--- src/hdl/tes_pkg.sv ---
// shared constants, register map and event carrier for the timer event/status block
package tes_pkg;

  // ***************************************************************
  // widths
  // ***************************************************************
  localparam int TES_AW = 8;
  localparam int TES_DW = 32;
  localparam int TES_RW = 16;

  // ***************************************************************
  // register byte offsets
  // ***************************************************************
  localparam logic [TES_AW-1:0] TES_OFS_CTRL     = 8'h00;
  localparam logic [TES_AW-1:0] TES_OFS_DMA_EN   = 8'h0c;
  localparam logic [TES_AW-1:0] TES_OFS_FLAGS    = 8'h10;
  localparam logic [TES_AW-1:0] TES_OFS_EVGEN    = 8'h14;
  localparam logic [TES_AW-1:0] TES_OFS_CAPT     = 8'h34;
  localparam logic [TES_AW-1:0] TES_OFS_IRQ_STAT = 8'h40;
  localparam logic [TES_AW-1:0] TES_OFS_IRQ_MASK = 8'h44;

  // ***************************************************************
  // field positions: flags, event bits and status share one layout
  // ***************************************************************
  localparam int TES_BIT_UPD = 0;
  localparam int TES_BIT_CC1 = 1;
  localparam int TES_BIT_TRG = 6;
  localparam int TES_BIT_BRK = 7;

  // control register fields
  localparam int TES_CTL_UPD_DIS = 0;
  localparam int TES_CTL_UPD_SRC = 1;
  localparam int TES_CTL_CH1_IN  = 2;
  localparam int TES_CTL_CENTER  = 3;
  localparam int TES_CTL_MOE     = 4;

  // implemented-bit masks and reset values
  localparam logic [TES_RW-1:0] TES_EVGEN_MASK = 16'h00c1;
  localparam logic [TES_RW-1:0] TES_FLAG_MASK  = 16'h00c3;
  localparam logic [TES_RW-1:0] TES_CTRL_MASK  = 16'h001f;
  localparam logic [TES_RW-1:0] TES_RST_16     = 16'h0000;
  localparam logic [TES_DW-1:0] TES_RST_32     = 32'h0000_0000;

  // one bit per event produced by the block
  typedef struct packed {
    logic brake;
    logic trigger;
    logic cc1;
    logic update;
  } tes_evt_t;

  // spread an event set onto the shared 16-bit layout
  function automatic logic [TES_RW-1:0] tes_evt_bits(input tes_evt_t e);
    logic [TES_RW-1:0] v;
    v = TES_RST_16;
    v[TES_BIT_UPD] = e.update;
    v[TES_BIT_CC1] = e.cc1;
    v[TES_BIT_TRG] = e.trigger;
    v[TES_BIT_BRK] = e.brake;
    return v;
  endfunction

  // address match, used by every register select
  function automatic logic tes_sel(input logic [TES_AW-1:0] a, input logic [TES_AW-1:0] o);
    return a == o;
  endfunction

endpackage

--- src/hdl/tes_apb_slave.sv ---
// apb slave handshake: no wait states, registered read data and error
`timescale 1ns/1ps
module tes_apb_slave (
  input  wire logic                     ref_clk_in,
  input  wire logic                     rst_b_in,
  input  wire logic                     psel_in,
  input  wire logic                     penable_in,
  input  wire logic                     pwrite_in,
  input  wire logic                     hit_in,
  input  wire logic [tes_pkg::TES_DW-1:0] rdata_in,
  output logic                          pready_out,
  output logic                          pslverr_out,
  output logic      [tes_pkg::TES_DW-1:0] prdata_out,
  output logic                          wr_go_out,
  output logic                          rd_go_out
);

  logic                         pready_r;
  logic                         pslverr_r;
  logic [tes_pkg::TES_DW-1:0]   prdata_r;
  logic                         setup_w;
  logic                         done_w;

  // ready rises in the access phase, data is sampled at setup
  assign setup_w     = psel_in & ~penable_in;
  assign done_w      = psel_in & penable_in & pready_r;
  assign wr_go_out   = done_w & pwrite_in & hit_in;
  assign rd_go_out   = done_w & ~pwrite_in & hit_in;
  assign pready_out  = pready_r;
  assign pslverr_out = pslverr_r;
  assign prdata_out  = prdata_r;

  // handshake and read data registers
  always_ff @(posedge ref_clk_in) begin
    if (!rst_b_in) begin
      pready_r  <= 1'b0;
      pslverr_r <= 1'b0;
      prdata_r  <= tes_pkg::TES_RST_32;
    end else begin
      pready_r  <= setup_w;
      pslverr_r <= setup_w & ~hit_in;
      if (setup_w) begin
        prdata_r <= (hit_in && !pwrite_in) ? rdata_in : tes_pkg::TES_RST_32;
      end
    end
  end

endmodule // tes_apb_slave

--- src/hdl/tes_event_status.sv ---
// timer event generation, status flags and interrupt/dma request logic
//
// Notes on behaviour
// - compare match sets channel 1 flag in output mode, not center-aligned.
// - capture sets channel 1 flag; software clear or capture read clears it.
// - update event sets update flag bit 0, except a software update with source one; only software writing zero clears.
// - repetition overflow or underflow makes an update event unless updates disabled.
// - software update bit makes update event and sets flag when source zero.
// - brake bit 7 written one: output enable off, brake flag, irq and dma.
// - trigger bit 6 written one sets trigger flag, requests, then self-clears.
`timescale 1ns/1ps
module tes_event_status (
  input  wire logic                       ref_clk_in,
  input  wire logic                       rst_b_in,
  input  wire logic                       psel_in,
  input  wire logic                       penable_in,
  input  wire logic                       pwrite_in,
  input  wire logic [tes_pkg::TES_AW-1:0] paddr_in,
  input  wire logic [tes_pkg::TES_DW-1:0] pwdata_in,
  output logic      [tes_pkg::TES_DW-1:0] prdata_out,
  output logic                            pready_out,
  output logic                            pslverr_out,
  input  wire logic                       rep_overflow_in,
  input  wire logic                       cmp_match_in,
  input  wire logic                       capture_event_in,
  input  wire logic [tes_pkg::TES_RW-1:0] capture_value_in,
  output logic                            main_output_enable_out,
  output logic                            update_event_out,
  output logic                            trigger_event_out,
  output logic                            brake_event_out,
  output logic      [tes_pkg::TES_RW-1:0] dma_req_out,
  output logic                            irq_out
);

  // ***************************************************************
  // declarations
  // ***************************************************************
  logic [tes_pkg::TES_RW-1:0] ctrl_r;
  logic [tes_pkg::TES_RW-1:0] ctrl_nxt;
  logic [tes_pkg::TES_RW-1:0] dma_en_r;
  logic [tes_pkg::TES_RW-1:0] irq_mask_r;
  logic [tes_pkg::TES_RW-1:0] evgen_r;
  logic [tes_pkg::TES_RW-1:0] evgen_nxt;
  logic [tes_pkg::TES_RW-1:0] capt_r;
  logic                       upd_evt_r;
  logic                       trg_evt_r;
  logic                       brk_evt_r;
  logic [tes_pkg::TES_RW-1:0] dma_req_r;
  logic                       irq_r;
  logic [tes_pkg::TES_RW-1:0] flags_w;
  logic [tes_pkg::TES_RW-1:0] stat_w;
  logic [tes_pkg::TES_DW-1:0] rdata_w;
  logic [tes_pkg::TES_DW-1:0] prdata_w;
  logic [tes_pkg::TES_RW-1:0] wdata16_w;
  logic                       wr_go_w;
  logic                       rd_go_w;
  logic                       sel_ctrl_w;
  logic                       sel_dma_w;
  logic                       sel_flags_w;
  logic                       sel_evgen_w;
  logic                       sel_capt_w;
  logic                       sel_stat_w;
  logic                       sel_mask_w;
  logic                       hit_w;
  logic                       upd_dis_w;
  logic                       upd_src_w;
  logic                       ch1_in_w;
  logic                       center_w;
  logic                       wr_ug_w;
  logic                       wr_tg_w;
  logic                       wr_bg_w;
  tes_pkg::tes_evt_t          evt_w;
  tes_pkg::tes_evt_t          flag_set_w;
  logic [tes_pkg::TES_RW-1:0] evt_bits_w;
  logic [tes_pkg::TES_RW-1:0] flag_set_bits_w;
  logic [tes_pkg::TES_RW-1:0] flag_clr_w;
  logic [tes_pkg::TES_RW-1:0] stat_clr_w;

  // ***************************************************************
  // bus decode
  // ***************************************************************
  // selects from the live address, valid through setup and access
  assign sel_ctrl_w  = tes_pkg::tes_sel(paddr_in, tes_pkg::TES_OFS_CTRL);
  assign sel_dma_w   = tes_pkg::tes_sel(paddr_in, tes_pkg::TES_OFS_DMA_EN);
  assign sel_flags_w = tes_pkg::tes_sel(paddr_in, tes_pkg::TES_OFS_FLAGS);
  assign sel_evgen_w = tes_pkg::tes_sel(paddr_in, tes_pkg::TES_OFS_EVGEN);
  assign sel_capt_w  = tes_pkg::tes_sel(paddr_in, tes_pkg::TES_OFS_CAPT);
  assign sel_stat_w  = tes_pkg::tes_sel(paddr_in, tes_pkg::TES_OFS_IRQ_STAT);
  assign sel_mask_w  = tes_pkg::tes_sel(paddr_in, tes_pkg::TES_OFS_IRQ_MASK);
  assign hit_w       = sel_ctrl_w | sel_dma_w | sel_flags_w | sel_evgen_w
                     | sel_capt_w | sel_stat_w | sel_mask_w;
  assign wdata16_w   = pwdata_in[tes_pkg::TES_RW-1:0];

  // read mux, upper half of every word reads zero
  // reserved event bits read zero
  assign rdata_w = {16'h0000,
                    sel_ctrl_w  ? ctrl_r :
                    sel_dma_w   ? dma_en_r :
                    sel_flags_w ? flags_w :
                    sel_evgen_w ? (evgen_r & tes_pkg::TES_EVGEN_MASK) :
                    sel_capt_w  ? capt_r :
                    sel_stat_w  ? stat_w :
                    sel_mask_w  ? irq_mask_r : tes_pkg::TES_RST_16};

  tes_apb_slave u_apb (
    .ref_clk_in  (ref_clk_in),
    .rst_b_in    (rst_b_in),
    .psel_in     (psel_in),
    .penable_in  (penable_in),
    .pwrite_in   (pwrite_in),
    .hit_in      (hit_w),
    .rdata_in    (rdata_w),
    .pready_out  (pready_out),
    .pslverr_out (pslverr_out),
    .prdata_out  (prdata_w),
    .wr_go_out   (wr_go_w),
    .rd_go_out   (rd_go_w)
  );
  assign prdata_out = prdata_w;

  // ***************************************************************
  // event sources
  // ***************************************************************
  assign upd_dis_w = ctrl_r[tes_pkg::TES_CTL_UPD_DIS];
  assign upd_src_w = ctrl_r[tes_pkg::TES_CTL_UPD_SRC];
  assign ch1_in_w  = ctrl_r[tes_pkg::TES_CTL_CH1_IN];
  assign center_w  = ctrl_r[tes_pkg::TES_CTL_CENTER];
  // a zero written to any event bit is simply no event
  assign wr_ug_w   = wr_go_w & sel_evgen_w & wdata16_w[tes_pkg::TES_BIT_UPD];
  assign wr_tg_w   = wr_go_w & sel_evgen_w & wdata16_w[tes_pkg::TES_BIT_TRG];
  assign wr_bg_w   = wr_go_w & sel_evgen_w & wdata16_w[tes_pkg::TES_BIT_BRK];

  assign evt_w.update = ~upd_dis_w & (rep_overflow_in | wr_ug_w);
  assign evt_w.cc1    = ch1_in_w ? capture_event_in : (cmp_match_in & ~center_w);
  assign evt_w.trigger = wr_tg_w;
  assign evt_w.brake   = wr_bg_w;

  // software update flags only with source zero
  assign flag_set_w.update  = ~upd_dis_w & (rep_overflow_in | (wr_ug_w & ~upd_src_w));
  assign flag_set_w.cc1     = evt_w.cc1;
  assign flag_set_w.trigger = evt_w.trigger;
  assign flag_set_w.brake   = evt_w.brake;
  assign evt_bits_w         = tes_pkg::tes_evt_bits(flag_set_w);
  assign flag_set_bits_w    = evt_bits_w;

  // ***************************************************************
  // flags and interrupt status
  // ***************************************************************
  // write zero clears, write one keeps
  // capture read clears channel 1 flag in input mode
  assign flag_clr_w = ((wr_go_w & sel_flags_w) ? (~wdata16_w & tes_pkg::TES_FLAG_MASK)
                                               : tes_pkg::TES_RST_16)
                    | ((rd_go_w & sel_capt_w & ch1_in_w) ?
                       tes_pkg::tes_evt_bits('{brake: 1'b0, trigger: 1'b0, cc1: 1'b1,
                                               update: 1'b0}) : tes_pkg::TES_RST_16);

  tes_sticky_flags #(.W(tes_pkg::TES_RW)) u_flags (
    .ref_clk_in (ref_clk_in),
    .rst_b_in   (rst_b_in),
    .set_in     (flag_set_bits_w),
    .clr_in     (flag_clr_w),
    .flags_out  (flags_w)
  );

  // read clears only what the read returned, so a late event survives
  assign stat_clr_w = (rd_go_w & sel_stat_w) ? prdata_w[tes_pkg::TES_RW-1:0]
                                            : tes_pkg::TES_RST_16;

  tes_sticky_flags #(.W(tes_pkg::TES_RW)) u_stat (
    .ref_clk_in (ref_clk_in),
    .rst_b_in   (rst_b_in),
    .set_in     (evt_bits_w),
    .clr_in     (stat_clr_w),
    .flags_out  (stat_w)
  );

  // ***************************************************************
  // software registers
  // ***************************************************************
  // brake beats a software set of the output enable in the same cycle
  always_comb begin
    ctrl_nxt = ctrl_r;
    if (wr_go_w && sel_ctrl_w) begin
      ctrl_nxt = wdata16_w & tes_pkg::TES_CTRL_MASK;
    end
    if (evt_w.brake) begin
      ctrl_nxt[tes_pkg::TES_CTL_MOE] = 1'b0;
    end
  end

  // brake bit held until software clears
  always_comb begin
    evgen_nxt = evgen_r;
    evgen_nxt[tes_pkg::TES_BIT_TRG] = 1'b0;
    evgen_nxt[tes_pkg::TES_BIT_UPD] = 1'b0;
    if (wr_go_w && sel_evgen_w) begin
      evgen_nxt = wdata16_w & tes_pkg::TES_EVGEN_MASK;
    end
  end

  // register bank
  always_ff @(posedge ref_clk_in) begin
    if (!rst_b_in) begin
      ctrl_r     <= tes_pkg::TES_RST_16;
      dma_en_r   <= tes_pkg::TES_RST_16;
      irq_mask_r <= tes_pkg::TES_RST_16;
      evgen_r    <= tes_pkg::TES_RST_16;
    end else begin
      ctrl_r  <= ctrl_nxt;
      evgen_r <= evgen_nxt;
      if (wr_go_w && sel_dma_w) begin
        dma_en_r <= wdata16_w & tes_pkg::TES_FLAG_MASK;
      end
      if (wr_go_w && sel_mask_w) begin
        irq_mask_r <= wdata16_w & tes_pkg::TES_FLAG_MASK;
      end
    end
  end

  // capture register latches the counter value on a capture event
  always_ff @(posedge ref_clk_in) begin
    if (!rst_b_in) begin
      capt_r <= tes_pkg::TES_RST_16;
    end else if (ch1_in_w && capture_event_in) begin
      capt_r <= capture_value_in;
    end
  end

  // ***************************************************************
  // outputs, all registered
  // ***************************************************************
  always_ff @(posedge ref_clk_in) begin
    if (!rst_b_in) begin
      upd_evt_r <= 1'b0;
      trg_evt_r <= 1'b0;
      brk_evt_r <= 1'b0;
      dma_req_r <= tes_pkg::TES_RST_16;
      irq_r     <= 1'b0;
    end else begin
      upd_evt_r <= evt_w.update;
      trg_evt_r <= evt_w.trigger;
      brk_evt_r <= evt_w.brake;
      dma_req_r <= evt_bits_w & dma_en_r;
      // level interrupt lags status by one cycle
      irq_r     <= |(stat_w & irq_mask_r);
    end
  end

  assign main_output_enable_out = ctrl_r[tes_pkg::TES_CTL_MOE];
  assign update_event_out       = upd_evt_r;
  assign trigger_event_out      = trg_evt_r;
  assign brake_event_out        = brk_evt_r;
  assign dma_req_out            = dma_req_r;
  assign irq_out                = irq_r;
endmodule // tes_event_status

--- src/hdl/tes_sticky_flags.sv ---
// sticky flag bank: hardware sets, a clear mask drops bits, set wins
`timescale 1ns/1ps
module tes_sticky_flags #(
  parameter int W = 16
) (
  input  wire logic         ref_clk_in,
  input  wire logic         rst_b_in,
  input  wire logic [W-1:0] set_in,
  input  wire logic [W-1:0] clr_in,
  output logic      [W-1:0] flags_out
);

  logic [W-1:0] flags_r;
  logic [W-1:0] flags_nxt;

  // a set in the clearing cycle survives so no event is lost
  assign flags_nxt = (flags_r & ~clr_in) | set_in;
  assign flags_out = flags_r;

  // flag storage
  always_ff @(posedge ref_clk_in) begin
    if (!rst_b_in) begin
      flags_r <= '0;
    end else begin
      flags_r <= flags_nxt;
    end
  end

endmodule // tes_sticky_flags

--- config.mk ---
export PLATFORM = sky130hd
export DESIGN_NAME = tes_event_status
export DESIGN_NICKNAME = d
export VERILOG_FILES = /design/src/hdl/tes_pkg.sv /design/src/hdl/tes_apb_slave.sv /design/src/hdl/tes_event_status.sv /design/src/hdl/tes_sticky_flags.sv
export SDC_FILE = /design/constraint.sdc
export NUM_CORES = 1
export LEC_CHECK = 0
export BUFFER_PORTS_ARGS = -buffer_cell sky130_fd_sc_hd__buf_2
export CORE_UTILIZATION = 40
export CTS_CLUSTER_SIZE = 28
export DETAILED_ROUTE_END_ITERATION = 12
export HOLD_SLACK_MARGIN = 0.03
export PLACE_DENSITY = 0.65
export SETUP_SLACK_MARGIN = 0.4
export SLEW_MARGIN = 20
export SYNTH_ARGS = -nofsm -noshare
export SYNTH_HDL_FRONTEND = slang
export SYNTH_SLANG_ARGS = --single-unit
--- constraint.sdc ---
create_clock -name ref_clk_in -period 1.75 [get_ports ref_clk_in]
set_clock_uncertainty 0.1 [all_clocks]
set_input_delay 0 -clock ref_clk_in [delete_from_list [all_inputs] [get_ports ref_clk_in]]
set_output_delay 0 -clock ref_clk_in [all_outputs]
set_load 0.005 [all_outputs]
==> flow_summary.yaml <==
sta:
  setup_viol: 0
  setup_tns_ps: 0
  rsz0062_at_grt: "yes"
  fmax_ghz: 0.634
  timing.final.crit_share: 0.901
  finalMaxSlewViolations: 0
  finalHoldViolations: 0
  fin_crit_ps: 1580
die:
  die_h_um: 97.8
  start_util: 0.417
  floorplan.die_area_um2: 9570
  pin_count: 119
  fp.coreArea_um2: 8810
  dieWidth_um: 97.8
  rows: 34
power_and_ir_drop:
  design_power_total_mw: 3.65
  power.density_nw_per_um2: 722
  peakVddDrop_mv: 0.331
  leakage_nw: 2.08
synthesis:
  synth_xor_area_frac: 0
  synth_top_family_by_area: "simple AND/OR/NAND/NOR gates"
  synth_fa_ha_area_frac: 0
  synth_compound_area_frac: 0.215
  synth-edff-count: 0
  muxShareOfSynthArea: 0.0290
  synth_common_cells: "dfxtp_1, nand2_1, buf_4, a21boi_0, a21oi_1"
  synthDistinctLibCells: 53
  yosysTopAreaCell: "dfxtp_1"
  ys_seq_area_frac: 0.425
  netlist_top_cells_area: "dfxtp_1, nand2_1, buf_4"
  avgSynthCellArea_um2: 8.77
  ys_ff_latch: 78
  yosysMostFrequentCell: "dfxtp_1"
  mappedNetlistArea_um2: 3670
  ys_async_sr_fraction: 0
  synth_ff_type: "dfxtp_1"
  ys_warn_count: 0
  yosys.area_share.simple: 0.233
  netlist_instances: 419
  synth_top_area_frac: 0.425
clock_tree:
  numCtsBuffers: 9
  clock_path_buffers: 2
  cts-htree-levels: 3
  cts.sinks: 78
  cts_tree: "yes"
  path_clk_slew_ps: 80
  cts_root_buf: "clkbuf_8"
  clk_latency_ps: 350
worst_setup_path:
  cp_cell_sequence: "nand4_1 > nor4_4 > buf_4 > buf_8 > and3_4 > and2_1"
  required_ps: 1960
  worst-path-max-fanout: 8
  cpMaxStageDelayCell: "dfxtp_2"
  critPathKind: "flop to flop"
  crit_path_start_kind: "flop"
  crit_arrival_ps: 1780
  cpPeakStageDelay_ps: 350
  critPathCaptureType: "flop"
run_status:
  failed_checks: "design-rule violations"
  status: "complete, but fails checks"
global_route:
  grt_remaining_overflow: 0
  antenna_found_initial: 0
  grt_pass1_wl_mm: 16.6
  grt_pass1_vias: 3345
  grt_start_max_net_pins: 45
  globalRouteTotalUtil: 0.222
place:
  place_area_um2: 4280
  gp_congestion: 0.958
  io_buffers: 65
  hpwl_mm: 7.25
detailed_routing:
  route.final.wire_length_mm: 10.5
  vias_per_cell: 5.29
  drt_iter0_markers: 204
  drc_errors: 20
  num_vias: 3498
  final_antenna_net_count: 0
  wl_per_cell_um: 15.9
  firstDrtPassIters: 10
final_layout:
  final_util: 0.575
  n_antenna_cell: 0
  finalInstanceArea_um2: 5060
  drive_gt1_frac: 0.329
  fill_cells: 794
  finish.net_count: 612
  area_growth_pct: 37.8
job:
  maxCapViolCount: 0
hold_path:
  hp-class: "primary input to flop"
==> through the flow <==
| step | hold slack [ps] | worst slack (ps) | cells |
|---|---|---|---|
| 6_report | 115 | 174 | 661 |
| 5_1_grt | 118 | 107 | 661 |
| 4_1_cts | 85.2 | 199 | 658 |
| 3_5_place_dp | 159 | 30.3 | 604 |
| 3_3_place_gp | 151 | 38.8 | 604 |
| 2_1_floorplan | 44.9 | 213 | 446 |
==> cell families after synthesis <==
| logic type | after synthesis |
|---|---|
| AO/OA/AOI/OAI | 113 |
| buffers and inverters | 59 |
| flip-flops | 78 |
| multiplexers | 10 |
| other | 1 |
| AND/OR/NAND/NOR | 158 |
==> placed cells by master (no fill, tap or decap), drive strengths merged, types with 19 or more instances in the layout <==
cell           n
a22oi         19
nand2         70
nor2          20
nor2b         19
dlygate4sd3   28
a21boi        27
dfxtp         78
buf          113
conb          28
a21oi         22
==> sequential cells by signal, summed over array words and instances, names as in the netlist, 3 cells and up <==
signal             flops
u_flags.flags_out      4
u_stat.flags_out      16
irq_mask_r             4
u_apb.prdata_out      16
dma_req_out            4
evgen_r                3
dma_en_r               4
capt_r                16
ctrl_r                 5
==> final cells by class <==
cell class	count	area, um2	share of cell area
inverters	8	30.0	0.00593
multi-input cells	309	2050	0.405
repair buffers	142	1060	0.209
clock buffers	11	141	0.0279
flip-flops and latches	78	1570	0.309
clock inverters	5	81.3	0.0161
well taps	108	135	0.0267
==> where the power goes <==
part           leakage [nW]  switching [mW]  internal [mW]
Sequential            0.631         0.00718           1.78
Combinational          1.34           0.176          0.154
Clock                 0.110           0.689          0.846
==> critical path, delay by kind of cell, from the launching register on <==
family | cells | cell delay (ps)
buffers and inverters | 2 | 320
and+or+nand+nor | 4 | 760
DFF | 1 | 350
==> layer usage <==
metal  GRT usage  routed length [um]  share of wire
met1       0.292                4590           0.44
met2       0.353                4940           0.47
met3      0.0429                 715          0.068
met5           0                   0              0
met4       0.104                 256          0.024
==> final timing paths <==
| kind | from | to | slack [ps] | cells past startpoint |
|---|---|---|---|---|
| worst min-delay path | paddr_in[0] | u_apb.prdata_out[7] | 110 | 5 |
| worst max-delay path | u_apb.pready_out | dma_req_out[6] | 170 | 6 |
| worst min register to register | u_stat.flags_out[2] | u_stat.flags_out[2] | 350 | 2 |
| worst max register to register | u_apb.pready_out | dma_req_out[6] | 170 | 6 |
==> repair_timing <==
| item | CTS | global route |
|---|---|---|
| endpoints found under the setup margin | 36 | 52 |
| buffers inserted | 9 | 3 |
| resized for setup | 25 | 25 |
| gates cloned | 1 | 0 |
| hold endpoints to repair | 46 | 0 |
| pin swaps | 17 | 9 |
| hold buffers | 28 | 0 |
(Power assumes the default switching activity.)
